==> src/inc/qupc_pkg.sv <==
`default_nettype none
package qupc_pkg;

    // ****************************************************************
    // Clocking and serial timing
    // ****************************************************************
    localparam int         CLK_HZ      = 20_000_000;
    localparam int         BAUD_HZ     = 125_000;
    localparam int         OVS         = 16;
    localparam int         TICK_CYC    = CLK_HZ / (OVS * BAUD_HZ);
    localparam logic [3:0] TICK_LAST   = 4'(TICK_CYC - 1);
    localparam logic [3:0] TK_HALF     = 4'h7;
    localparam logic [3:0] TK_LAST     = 4'hF;
    localparam logic [2:0] RX_BIT_LAST = 3'h7;
    localparam logic [3:0] TX_BIT_LAST = 4'h9;
    // Receive timeout is four character times of ten bits each.
    localparam logic [9:0] TIMEOUT_TK  = 10'(4 * 10 * OVS);

    // ****************************************************************
    // Sizes and thresholds
    // ****************************************************************
    localparam int         NCH            = 4;
    localparam logic [4:0] FIFO_DEPTH     = 5'h10;
    localparam logic [4:0] HOLD_DEPTH     = 5'h01;
    localparam logic [4:0] AUTO_RTS_LEVEL = 5'h0E;

    // ****************************************************************
    // Register offsets and bit positions
    // ****************************************************************
    localparam logic [2:0] OFS_DATA       = 3'h0;
    localparam logic [2:0] OFS_IMASK      = 3'h1;
    localparam logic [2:0] OFS_ISTAT      = 3'h2;
    localparam logic [2:0] OFS_FIFO_CTRL  = 3'h3;
    localparam logic [2:0] OFS_MODEM_CTRL = 3'h4;
    localparam logic [2:0] OFS_LINE_STAT  = 3'h5;
    localparam logic [2:0] OFS_MODEM_STAT = 3'h6;
    localparam int MC_TERM_READY  = 0;
    localparam int MC_RTS         = 1;
    localparam int MC_INT_GATE    = 3;
    localparam int MC_LOOP        = 4;
    localparam int IRQ_RX_DATA    = 0;
    localparam int IRQ_TX_EMPTY   = 1;
    localparam int IRQ_RX_ERR     = 2;
    localparam int IRQ_MODEM      = 3;
    localparam int FCR_ENABLE     = 0;
    localparam int FCR_AUTO_RTS   = 1;

    // ****************************************************************
    // Types
    // ****************************************************************
    typedef enum logic [3:0] {
        RX_IDLE = 4'h1, RX_START = 4'h2, RX_DATA = 4'h4, RX_STOP = 4'h8
    } qupc_rx_state_t;
    typedef enum logic [1:0] {TX_IDLE = 2'h1, TX_BUSY = 2'h2} qupc_tx_state_t;

    typedef struct packed {
        logic dcd_n;
        logic ring_indicate_in_n;
        logic dsr_n;
        logic cts_n;
    } qupc_modem_in_t;

    typedef struct packed {
        logic [4:0]     mctl;
        logic [3:0]     imask;
        logic [3:0]     istat;
        logic [1:0]     fcr;
        logic           overrun;
        logic           frame_err;
        logic [1:0]     rx_sync;
        logic [3:0]     mdm_s1;
        logic [3:0]     mdm_s2;
        logic [3:0]     mdm_prev;
        qupc_rx_state_t rx_st;
        logic [3:0]     rx_tk;
        logic [2:0]     rx_bit;
        logic [7:0]     rx_sh;
        qupc_tx_state_t tx_st;
        logic [3:0]     tx_tk;
        logic [3:0]     tx_bit;
        logic [9:0]     tx_sh;
        logic           txd;
        logic [9:0]     idle_tk;
        logic [4:0]     rx_wp;
        logic [4:0]     rx_rp;
        logic [4:0]     tx_wp;
        logic [4:0]     tx_rp;
        logic           ser_out;
        logic           term_n;
        logic           rts_n;
        logic           irq;
        logic           irq_oe_n;
        logic           rx_rdy;
        logic           tx_rdy;
    } qupc_chan_t;

    localparam qupc_chan_t CHAN_RST = '{
        mctl: 5'h00, imask: 4'h0, istat: 4'h0, fcr: 2'h0, overrun: 1'b0,
        frame_err: 1'b0, rx_sync: 2'h3, mdm_s1: 4'hF, mdm_s2: 4'hF,
        mdm_prev: 4'hF, rx_st: RX_IDLE, rx_tk: 4'h0, rx_bit: 3'h0,
        rx_sh: 8'h00, tx_st: TX_IDLE, tx_tk: 4'h0, tx_bit: 4'h0,
        tx_sh: 10'h3FF, txd: 1'b1, idle_tk: 10'h000, rx_wp: 5'h00,
        rx_rp: 5'h00, tx_wp: 5'h00, tx_rp: 5'h00, ser_out: 1'b1,
        term_n: 1'b1, rts_n: 1'b1, irq: 1'b0, irq_oe_n: 1'b1,
        rx_rdy: 1'b1, tx_rdy: 1'b1};

    typedef struct packed {
        qupc_chan_t [NCH-1:0] ch;
        logic [3:0]           tick_cnt;
        logic                 tick;
        logic [1:0]           mode_sync;
        logic [7:0]           rdata;
    } qupc_state_t;

    localparam qupc_state_t STATE_RST = '{ch: {NCH{CHAN_RST}}, tick_cnt: 4'h0,
        tick: 1'b0, mode_sync: 2'h0, rdata: 8'h00};

endpackage : qupc_pkg
`default_nettype wire

==> src/logic/qupc_fifo_ram.sv <==
`timescale 1ns/1ns
`default_nettype none
module qupc_fifo_ram (
    input  wire logic       sys_clk,
    input  wire logic       wr_en,
    input  wire logic [3:0] wr_addr,
    input  wire logic [7:0] wr_data,
    input  wire logic [3:0] rd_addr,
    output logic      [7:0] rd_data
);
    // ****************************************************************
    // Storage with registered read and write-through
    // ****************************************************************
    typedef struct packed {
        logic [15:0][7:0] mem;
        logic [7:0]       rd;
    } qupc_ram_t;

    qupc_ram_t r_q;
    qupc_ram_t r_d;

    // A word written to the address being read shows up at once, so a
    // FIFO that was empty presents its new head one cycle after the push.
    always_comb begin
        r_d = r_q;
        if (wr_en) begin
            r_d.mem[wr_addr] = wr_data;
        end
        r_d.rd = r_d.mem[rd_addr];
    end

    always_ff @(posedge sys_clk) begin
        r_q <= r_d;
    end

    assign rd_data = r_q.rd;

endmodule : qupc_fifo_ram
`default_nettype wire

==> src/logic/qupc_top.sv <==
// Implementation choices: the placing of the registers and the address-and-strobe port.
`timescale 1ns/1ns
`default_nettype none
module qupc_top (
    input  wire logic                          sys_clk,
    input  wire logic                          srst,
    input  wire logic [2:0]                    register_address_input,
    input  wire logic [3:0]                    channel_select,
    input  wire logic                          write_strobe,
    input  wire logic                          read_strobe,
    input  wire logic [7:0]                    write_data,
    output logic      [7:0]                    read_data,
    input  wire logic                          interrupt_mode_select,
    input  wire logic [3:0]                    serial_in,
    input  wire qupc_pkg::qupc_modem_in_t [3:0] modem_in,
    output logic      [3:0]                    serial_out,
    output logic      [3:0]                    terminal_ready_out_n,
    output logic      [3:0]                    request_to_send_out_n,
    output logic      [3:0]                    channel_interrupt_out,
    output logic      [3:0]                    channel_interrupt_oe_n,
    output logic      [3:0]                    receive_dma_ready,
    output logic      [3:0]                    transmit_dma_ready
);
    import qupc_pkg::*;

    // ****************************************************************
    // Helpers
    // ****************************************************************

    // Fill level of a FIFO whose pointers carry one wrap bit.
    function automatic logic [4:0] fifo_cnt(input logic [4:0] wp, input logic [4:0] rp);
        fifo_cnt = wp - rp;
    endfunction : fifo_cnt

    // With FIFO mode off each direction behaves as a one-word holding register.
    function automatic logic fifo_full(input logic [4:0] wp, input logic [4:0] rp,
                                       input logic en);
        fifo_full = fifo_cnt(wp, rp) >= (en ? FIFO_DEPTH : HOLD_DEPTH);
    endfunction : fifo_full

    // ****************************************************************
    // State and FIFO storage wiring
    // ****************************************************************
    qupc_state_t s_q;
    qupc_state_t s_d;

    logic [NCH-1:0]      rx_we;
    logic [NCH-1:0][3:0] rx_wa;
    logic [NCH-1:0][7:0] rx_wd;
    logic [NCH-1:0][3:0] rx_ra;
    logic [NCH-1:0][7:0] rx_q;
    logic [NCH-1:0]      tx_we;
    logic [NCH-1:0][3:0] tx_wa;
    logic [NCH-1:0][3:0] tx_ra;
    logic [NCH-1:0][7:0] tx_q;

    // One receive and one transmit store per channel.
    for (genvar g = 0; g < NCH; g++) begin : g_ch
        qupc_fifo_ram u_rx_ram (
            .sys_clk (sys_clk),
            .wr_en   (rx_we[g]),
            .wr_addr (rx_wa[g]),
            .wr_data (rx_wd[g]),
            .rd_addr (rx_ra[g]),
            .rd_data (rx_q[g])
        );
        qupc_fifo_ram u_tx_ram (
            .sys_clk (sys_clk),
            .wr_en   (tx_we[g]),
            .wr_addr (tx_wa[g]),
            .wr_data (write_data),
            .rd_addr (tx_ra[g]),
            .rd_data (tx_q[g])
        );
    end

    // ****************************************************************
    // Next-state logic
    // ****************************************************************

    // All four channels run the same logic on their own slice of the state.
    always_comb begin
        qupc_chan_t c;
        logic       wr;
        logic       rd;
        logic       hit;
        logic       rx_in;
        logic [3:0] ev;
        logic [3:0] clr;
        logic [4:0] rcnt;
        c   = s_q.ch[0];
        wr  = 1'b0;
        rd  = 1'b0;
        hit = 1'b0;
        rx_in = 1'b1;
        ev  = 4'h0;
        clr = 4'h0;
        rcnt = 5'h00;
        rx_we = '0;
        rx_wa = '0;
        rx_wd = '0;
        rx_ra = '0;
        tx_we = '0;
        tx_wa = '0;
        tx_ra = '0;
        s_d = s_q;

        // Shared bit-rate enable: one pulse every TICK_CYC clocks.
        s_d.tick     = (s_q.tick_cnt == TICK_LAST);
        s_d.tick_cnt = s_d.tick ? 4'h0 : s_q.tick_cnt + 4'h1;
        s_d.mode_sync = {s_q.mode_sync[0], interrupt_mode_select};
        s_d.rdata    = 8'h00;

        for (int i = 0; i < NCH; i++) begin
            c   = s_q.ch[i];
            ev  = 4'h0;
            clr = 4'h0;
            wr  = write_strobe && channel_select[i];
            rd  = read_strobe && channel_select[i];

            // Pins from the modem side pass two flops; only the second is compared.
            c.rx_sync  = {s_q.ch[i].rx_sync[0], serial_in[i]};
            c.mdm_s1   = modem_in[i];
            c.mdm_s2   = s_q.ch[i].mdm_s1;
            c.mdm_prev = s_q.ch[i].mdm_s2;
            if (s_q.ch[i].mdm_s2 != s_q.ch[i].mdm_prev) begin
                ev[IRQ_MODEM] = 1'b1;
            end
            rx_in = s_q.ch[i].mctl[MC_LOOP] ? s_q.ch[i].txd : s_q.ch[i].rx_sync[1];

            // Register writes through the shared address inputs.
            if (wr) begin
                case (register_address_input)
                    OFS_DATA: begin
                        if (!fifo_full(s_q.ch[i].tx_wp, s_q.ch[i].tx_rp, c.fcr[FCR_ENABLE])) begin
                            tx_we[i] = 1'b1;
                            tx_wa[i] = c.tx_wp[3:0];
                            c.tx_wp  = c.tx_wp + 5'h01;
                        end
                    end
                    OFS_IMASK:      c.imask = write_data[3:0];
                    OFS_ISTAT:      clr     = write_data[3:0];
                    OFS_FIFO_CTRL:  c.fcr   = write_data[1:0];
                    OFS_MODEM_CTRL: c.mctl  = write_data[4:0];
                    default: ;
                endcase
            end

            // Reads: the lowest selected channel answers, data one cycle later.
            if (rd && !hit) begin
                hit = 1'b1;
                case (register_address_input)
                    OFS_DATA: begin
                        if (c.rx_wp != c.rx_rp) begin
                            s_d.rdata = rx_q[i];
                            c.rx_rp   = c.rx_rp + 5'h01;
                            c.idle_tk = 10'h000;
                        end
                    end
                    OFS_IMASK:      s_d.rdata = {4'h0, c.imask};
                    OFS_ISTAT:      s_d.rdata = {4'h0, c.istat};
                    OFS_FIFO_CTRL:  s_d.rdata = {6'h00, c.fcr};
                    OFS_MODEM_CTRL: s_d.rdata = {3'h0, c.mctl};
                    OFS_LINE_STAT: begin
                        // Reading line status clears the error flags; a new error
                        // in the same cycle is set again below and survives.
                        s_d.rdata = {1'b0,
                                     (c.tx_wp == c.tx_rp) && (c.tx_st == TX_IDLE),
                                     c.tx_wp == c.tx_rp, 1'b0, c.frame_err, 1'b0,
                                     c.overrun, c.rx_wp != c.rx_rp};
                        c.overrun   = 1'b0;
                        c.frame_err = 1'b0;
                    end
                    OFS_MODEM_STAT: s_d.rdata = {~s_q.ch[i].mdm_s2, 4'h0};
                    default:        s_d.rdata = 8'h00;
                endcase
            end

            // Receiver: start check at mid bit, eight data bits, one stop bit.
            if (s_q.tick) begin
                case (c.rx_st)
                    RX_IDLE: begin
                        if (!rx_in) begin
                            c.rx_st = RX_START;
                            c.rx_tk = 4'h0;
                        end
                    end
                    RX_START: begin
                        if (c.rx_tk == TK_HALF) begin
                            c.rx_st  = rx_in ? RX_IDLE : RX_DATA;
                            c.rx_tk  = 4'h0;
                            c.rx_bit = 3'h0;
                        end else begin
                            c.rx_tk = c.rx_tk + 4'h1;
                        end
                    end
                    RX_DATA: begin
                        if (c.rx_tk == TK_LAST) begin
                            c.rx_sh = {rx_in, c.rx_sh[7:1]};
                            if (c.rx_bit == RX_BIT_LAST) begin
                                c.rx_st = RX_STOP;
                            end
                            c.rx_bit = c.rx_bit + 3'h1;
                        end
                        c.rx_tk = c.rx_tk + 4'h1;
                    end
                    RX_STOP: begin
                        if (c.rx_tk == TK_LAST) begin
                            c.rx_st   = RX_IDLE;
                            c.idle_tk = 10'h000;
                            if (!rx_in) begin
                                c.frame_err    = 1'b1;
                                ev[IRQ_RX_ERR] = 1'b1;
                            end
                            if (fifo_full(c.rx_wp, c.rx_rp, c.fcr[FCR_ENABLE])) begin
                                c.overrun      = 1'b1;
                                ev[IRQ_RX_ERR] = 1'b1;
                            end else begin
                                rx_we[i]        = 1'b1;
                                rx_wa[i]        = c.rx_wp[3:0];
                                rx_wd[i]        = c.rx_sh;
                                c.rx_wp         = c.rx_wp + 5'h01;
                                ev[IRQ_RX_DATA] = 1'b1;
                            end
                        end
                        c.rx_tk = c.rx_tk + 4'h1;
                    end
                    default: c.rx_st = RX_IDLE;
                endcase
            end

            // Character timeout only counts in FIFO mode with data left waiting.
            if (s_q.tick && c.fcr[FCR_ENABLE] && (c.rx_st == RX_IDLE) &&
                (c.rx_wp != c.rx_rp) && (c.idle_tk != TIMEOUT_TK)) begin
                c.idle_tk = c.idle_tk + 10'h001;
                if (c.idle_tk == TIMEOUT_TK) begin
                    ev[IRQ_RX_DATA] = 1'b1;
                end
            end

            // Transmitter: the store presents the head word, so a load takes it directly.
            case (c.tx_st)
                TX_IDLE: begin
                    if (s_q.ch[i].tx_wp != s_q.ch[i].tx_rp) begin
                        c.tx_sh  = {1'b1, tx_q[i], 1'b0};
                        c.tx_rp  = c.tx_rp + 5'h01;
                        c.tx_st  = TX_BUSY;
                        c.tx_tk  = 4'h0;
                        c.tx_bit = 4'h0;
                        if (c.tx_rp == c.tx_wp) begin
                            ev[IRQ_TX_EMPTY] = 1'b1;
                        end
                    end
                end
                TX_BUSY: begin
                    if (s_q.tick) begin
                        if (c.tx_tk == TK_LAST) begin
                            c.tx_sh = {1'b1, c.tx_sh[9:1]};
                            if (c.tx_bit == TX_BIT_LAST) begin
                                c.tx_st = TX_IDLE;
                            end
                            c.tx_bit = c.tx_bit + 4'h1;
                        end
                        c.tx_tk = c.tx_tk + 4'h1;
                    end
                end
                default: c.tx_st = TX_IDLE;
            endcase
            c.txd = (c.tx_st == TX_BUSY) ? c.tx_sh[0] : 1'b1;

            // Store read addresses follow the next pointers so heads stay current.
            rx_ra[i] = c.rx_rp[3:0];
            tx_ra[i] = c.tx_rp[3:0];

            // Interrupt status: a hardware set beats a software clear.
            c.istat = (c.istat & ~clr) | ev;
            c.irq   = |(c.istat & c.imask);
            c.irq_oe_n = ~(s_q.mode_sync[1] || c.mctl[MC_INT_GATE]);

            // Pin levels are registered, so they move on the same edge as the state.
            rcnt      = fifo_cnt(c.rx_wp, c.rx_rp);
            c.ser_out = c.mctl[MC_LOOP] ? 1'b1 : c.txd;
            c.term_n  = ~c.mctl[MC_TERM_READY];
            c.rts_n   = ~(c.mctl[MC_RTS] && !c.mctl[MC_LOOP] &&
                          !(c.fcr[FCR_AUTO_RTS] && c.fcr[FCR_ENABLE] &&
                            (rcnt >= AUTO_RTS_LEVEL)));
            c.rx_rdy  = ~fifo_full(c.rx_wp, c.rx_rp, c.fcr[FCR_ENABLE]);
            c.tx_rdy  = ~fifo_full(c.tx_wp, c.tx_rp, c.fcr[FCR_ENABLE]);
            s_d.ch[i] = c;
        end

        // Reset brings every pin to its idle level and drops the interrupt enables.
        if (srst) begin
            s_d   = STATE_RST;
            rx_we = '0;
            tx_we = '0;
        end
    end

    // ****************************************************************
    // State register
    // ****************************************************************
    always_ff @(posedge sys_clk) begin
        s_q <= s_d;
    end

    // ****************************************************************
    // Outputs, each straight from a state flop
    // ****************************************************************
    assign read_data = s_q.rdata;

    // Per-channel pins are pulled out of the state slices.
    always_comb begin
        for (int k = 0; k < NCH; k++) begin
            serial_out[k]             = s_q.ch[k].ser_out;
            terminal_ready_out_n[k]   = s_q.ch[k].term_n;
            request_to_send_out_n[k]  = s_q.ch[k].rts_n;
            channel_interrupt_out[k]  = s_q.ch[k].irq;
            channel_interrupt_oe_n[k] = s_q.ch[k].irq_oe_n;
            receive_dma_ready[k]      = s_q.ch[k].rx_rdy;
            transmit_dma_ready[k]     = s_q.ch[k].tx_rdy;
        end
    end

endmodule : qupc_top
`default_nettype wire

==> config.mk <==
export PLATFORM = sky130hd
export DESIGN_NAME = qupc_top
export DESIGN_NICKNAME = d
export VERILOG_FILES = /design/src/inc/qupc_pkg.sv /design/src/logic/qupc_fifo_ram.sv /design/src/logic/qupc_top.sv
export SDC_FILE = /design/constraint.sdc
export NUM_CORES = 2
export LEC_CHECK = 0
export BUFFER_PORTS_ARGS = -buffer_cell sky130_fd_sc_hd__buf_4
export CORE_MARGIN = 8
export CORE_UTILIZATION = 53
export DETAILED_ROUTE_END_ITERATION = 8
export PLACE_DENSITY = 0.66
export SLEW_MARGIN = 20
export SYNTH_ARGS = -nofsm -noshare
export SYNTH_HDL_FRONTEND = slang
export SYNTH_HIERARCHICAL = 1
export SYNTH_SLANG_ARGS = --single-unit
export TNS_END_PERCENT = 100
==> constraint.sdc <==
create_clock -name sys_clk -period 7.06 [get_ports sys_clk]
set_input_delay 1.059 -clock sys_clk [delete_from_list [all_inputs] [get_ports sys_clk]]
set_output_delay 1.059 -clock sys_clk [all_outputs]
set_load 0.1 [all_outputs]
### Yosys cells after proc, flatten, opt, wreduce, memory -nomap -nowiden

Index checks and enable logic that the tools add are counted.

* add/subtract/negate cells: 53
* magnitude comparators: 44
* equal/unequal tests: 115
* multiplexer cells: 398
* bitwise operators: 40
* reduce and logical (&&, ||, !) cells: 116

Operator list (number)
* bitwise mux 128 bit: 8
* 2-to-1 mux 128 bit: 8
* 2-to-1 mux 8 bit: 48
* binary-select mux 8 bit (select 4 bit): 8
* demux 8 bit (select 4 bit): 8
* 2-to-1 mux 5 bit: 48
* 2-to-1 mux 4 bit: 59
* one-hot mux 8 bit (7 select lines): 4
* 2-to-1 mux 15 bit: 12
* 2-to-1 mux 10 bit: 16
* 2-to-1 mux 20 bit: 8
* one-hot mux 18 bit (2 select lines): 4
* 2-to-1 mux 1 bit: 91
* adder 5 x 1 -> 5 bit (second input constant): 16
* greater-or-equal comparator 5 bit: 16
* less-than comparator 4 x 5 -> 1 bit (second input constant): 16
* subtractor 5 bit: 16
* 2-to-1 mux 19 bit: 4
* 2-to-1 mux 2 bit: 36
* equality test 4 bit (second input constant): 17
* one-hot mux 4 bit (4 select lines): 4
* != test 5 bit: 12
* 2-to-1 mux 14 bit: 4
* logical AND 1 bit: 55
* other kinds (38): 248

* register bits after elaboration: 1535
* output and inout port bits: 36

### Depth between registers and ports, before layout

* depth after elaboration: 25
* gate-level depth with buffers: 26
* mapped depth without buffers: 26

### Modules after synthesis

The synthesis kept the hierarchy.

By module, submodules not included
* qupc_fifo_ram (g_ch[0].u_tx_ram ...): times used 6, cells an instance 587, area an instance 5911.9 um2, seq. area each 2722.6 um2
* qupc_top: times used 1, cells an instance 3004, area an instance 25608.3 um2, seq. area each 8948.6 um2
* qupc_fifo_ram (g_ch[1].u_tx_ram): times used 1, cells an instance 571, area an instance 6157.2 um2, seq. area each 2722.6 um2
* qupc_fifo_ram (g_ch[0].u_rx_ram): times used 1, cells an instance 557, area an instance 5863.1 um2, seq. area each 2722.6 um2

### Worst setup path after synthesis

OpenSTA, ideal clock, no wires.

* path kind: input-to-reg
* from: in register_address_input[1]
* to: reg g_ch[2].u_rx_ram.r_q, in the netlist g_ch[2].u_rx_ram/rd_data[5]
* arrival: 6478 ps
* slack: 448 ps
* stages on the path: 22
* path through: or3_4 > buf_4 > a21oi_1 > nand2_1 > mux2i_1 > inv_1 > fa_1 > xor2_1 > nand3_1 > o41ai_1 > nand2b_1 > nor2_1 > clkbuf_1 > and2_1 > nand2b_1 > buf_2 > or3_1 > clkbuf_1 > o22a_1 > o211ai_1 > o211ai_1 > or4b_1

RTL lines
* start, declared: line qupc_top.sv:7 `input wire logic [2:0] register_address_input,`
* end signal, assigned: line qupc_fifo_ram.sv:33 `r_q <= r_d;`
* end, declared: line qupc_fifo_ram.sv:19 `qupc_ram_t r_q;`

==> results.md <==
* Final worst path period share at between 80% and 90%
* Syn nets at approximately 7900
* Sequential-to-total area share from yosys stat at 42.04%
* Setup bufs post-CTS at 0
* Min Tclk post-route at roughly 6.3 ns
* Post-CTS sizing at 0
* Finished Core Util at 58.64%
* Final hold violations at 0
* CORE AREA at ~140000 um^2
* Clock Skews at around 0.03 ns
* CP delay by family, top: simple AND/OR/NAND/NOR gates
* Nets at between 7000 and 8000
* Min-Delay Path Class: flop to flop
* WHS at 0.4119 ns
* Largest net degree at the start of global routing at between 60 and 70
* Hpwl dp at around 150 mm
* Initial Util at around 53%
* Synthesis Warnings at 6
* Pwr per Cell Area at 292.0 nW/um^2
* Worst slew pin tran at between 1 and 1.5 ns
* Commonest cells after routing, fill and taps aside: dfxtp_1 (1534), mux2_2 (956), nor2_1 (738)
* DRC Markers at 0
* ANT nets after route at 0
* Slowest stage cell, crit path: or3b_2
* Pre-CTS setup slack at around 0.18 ns
* Max frequency at between 150 and 200 MHz
* Initial antenna violation count at 13
* Post-layout instance area at about 80000 um^2
* Nature of the critical path endpoint: flop
* Pins Over Slew Limit at 0
* Drt wl/cell at between 20 and 25 um
* Root Buffer: clkbuf_16
* Via count at between 50000 and 60000
* Die W at roughly 390 um
* RSZ-0062 raised after global routing: no
* Fin cells at roughly 9400
* Placed cell areas at 74570 um^2
* Crit-path max FO at 13
* Endpoints failing setup at 0
* Critical setup path kind: flop to flop
* Clock Path Buffers at 3
* Vias in the first global route at about 56000
* H-tree levels at 4
* Outcome: completed
* Worst endpoint required time at a little under 8 ns
* Final Power at 23.48 mW
* CTS Sinks at 1535
* DR iter-0 viols at ~5600
* Maximum VDD drop at ~0.25 mV
* Worst-Skew Late Latency at approximately 0.79 ns
* Ys async rst share at 0%
* Drt pass-1 iters at 8
* Setup_tns at 0 ns
* Crit start category: flop
* Slew HR at between 15 and 20%
* CTS tree: built
* Gr usage total at a little over a quarter
* Synthesis-to-finish area growth at 10.02%
* Worst-path cell chain: xnor2_1, nand4_1, o211ai_1, mux2i_1, inv_1, fa_1, xnor2_1, nor3_1, or4b_1, a31oi_1, and2_1, nor2b_1, or3b_2, or2_2, nand2_1, o22ai_1, o211ai_1, a211o_1
* Die ar. at 150100 um^2
* Syn avg cell area at 9.551 um^2
* Hold Buf Count CTS at 0
* Worst EP arrival at a little over 7 ns
* CP peak stage delay at roughly 0.6 ns
* Via-to-Cell Ratio at between 6 and 7
* Unique cell type count in the Yosys netlist at 108
* GRT overflow at 0
* Inserted Clock Buffers at 164
* Static Leakage at 31.75 nW
* EDFF count, synth at 0
* Routed WL at between 200 and 250 mm
* Main synth FF type: dfxtp_1
* Global-route wire length before repair at ~330 mm
* # rows at between 100 and 150
* #FFs+latches synth at roughly 1500
* Placer congestion estimate at a little under 1
* Die height at 387.4 um
* CP Buf/Inv Count at 1
* Ratio of cells with drive above 1 in the final layout at between 20 and 25%
* Port buffer count at 75
* Commonest non-fill, non-tap cell in the layout: dfxtp_1
* Clock transition at path regs at about 0.060 ns
* Fillcell total at 11840
* Max Cap Viol at 0
* Mapped Area at about 73000 um^2
* Worst Slack Setup Final at approximately 0.73 ns
* DP Cell Count at roughly 9000
* Synthesized netlist cell count at roughly 7700
* IO Pins at 76
## where the power goes
group	switching, mW	internal [mW]
clock network	3.64	5.55
registers	0.170	8.98
logic	3.28	1.86
total	7.10	16.4
## worst paths after layout
kind                                 end  slack [ns]  depth (start not counted)     start
min reg2reg                     s_q[321]        0.41                          1  s_q[320]
max reg2reg  g_ch[1].u_rx_ram/rd_data[0]        0.73                         18  s_q[145]
max          g_ch[1].u_rx_ram/rd_data[0]        0.73                         18  s_q[145]
min                             s_q[321]        0.41                          1  s_q[320]
## Yosys cell counts, types with 61 or more instances
cell | number | share of area (%)
xnor2_1 | 108 | 1.3
buf_4 | 103 | 1.1
nand4_1 | 61 | 0.52
nor3_1 | 102 | 0.70
nor2_1 | 740 | 3.8
nand2_1 | 429 | 2.2
o21ai_1 | 93 | 0.64
o22ai_1 | 246 | 2.1
clkbuf_1 | 385 | 2.0
dfxtp_1 | 1535 | 42
inv_1 | 147 | 0.75
nand2b_1 | 71 | 0.61
o221ai_1 | 150 | 1.8
mux2i_1 | 82 | 1.1
a21oi_1 | 230 | 1.6
ha_1 | 162 | 2.8
o21ai_0 | 347 | 2.4
nand3_1 | 100 | 0.68
or3_1 | 187 | 1.6
or2_2 | 114 | 0.98
xor2_1 | 121 | 1.4
mux2_2 | 956 | 15
nor2b_1 | 64 | 0.55
a211oi_1 | 69 | 0.71
o311ai_0 | 75 | 0.90
## per-layer routing
metal / up-vias / global-route usage (%) / wire length (um)
met3: 472 / 5.924 / 17450
met5: - / 0 / 41
met4: 6 / 8.825 / 6945
met2: 2324 / 41.76 / 94090
li1: 27600 / - / -
met1: 28740 / 36.78 / 93580
## flip-flops by register name, indices dropped and copies added, names as in the netlist
name	cells
channel_interrupt_oe_n	4
channel_interrupt_out	4
g_ch.u_rx_ram/r_q	512
g_ch.u_rx_ram/rd_data	32
g_ch.u_tx_ram/r_q	512
g_ch.u_tx_ram/rd_data	32
read_data	8
receive_dma_ready	4
request_to_send_out_n	4
s_q	411
serial_out	4
terminal_ready_out_n	4
transmit_dma_ready	4
## cell families after synthesis
| kind of cell | count (synthesis) | synth area share [%] |
|---|---|---|
| flops | 1535 | 42.04 |
| xor+xnor | 237 | 2.987 |
| fa+ha+maj | 178 | 3.211 |
| buf+inv | 717 | 4.404 |
| compound gates | 1713 | 15.93 |
| simple gates | 2230 | 15.46 |
| mux | 1044 | 15.97 |
## final cells by class
cell class / instances / area, um^2 / area share [%]
multi-input combinational: 5402 / 39240 / 48.79
clock inverter: 77 / 1069 / 1.329
tap: 1794 / 2245 / 2.791
antenna: 3 / 7.507 / 0.009335
inverter: 159 / 596.8 / 0.7421
clock buffer: 223 / 4763 / 5.923
timing repair buffer: 233 / 1769 / 2.200
sequential: 1535 / 30730 / 38.21
Note: power is estimated with default switching activity, not from simulation.
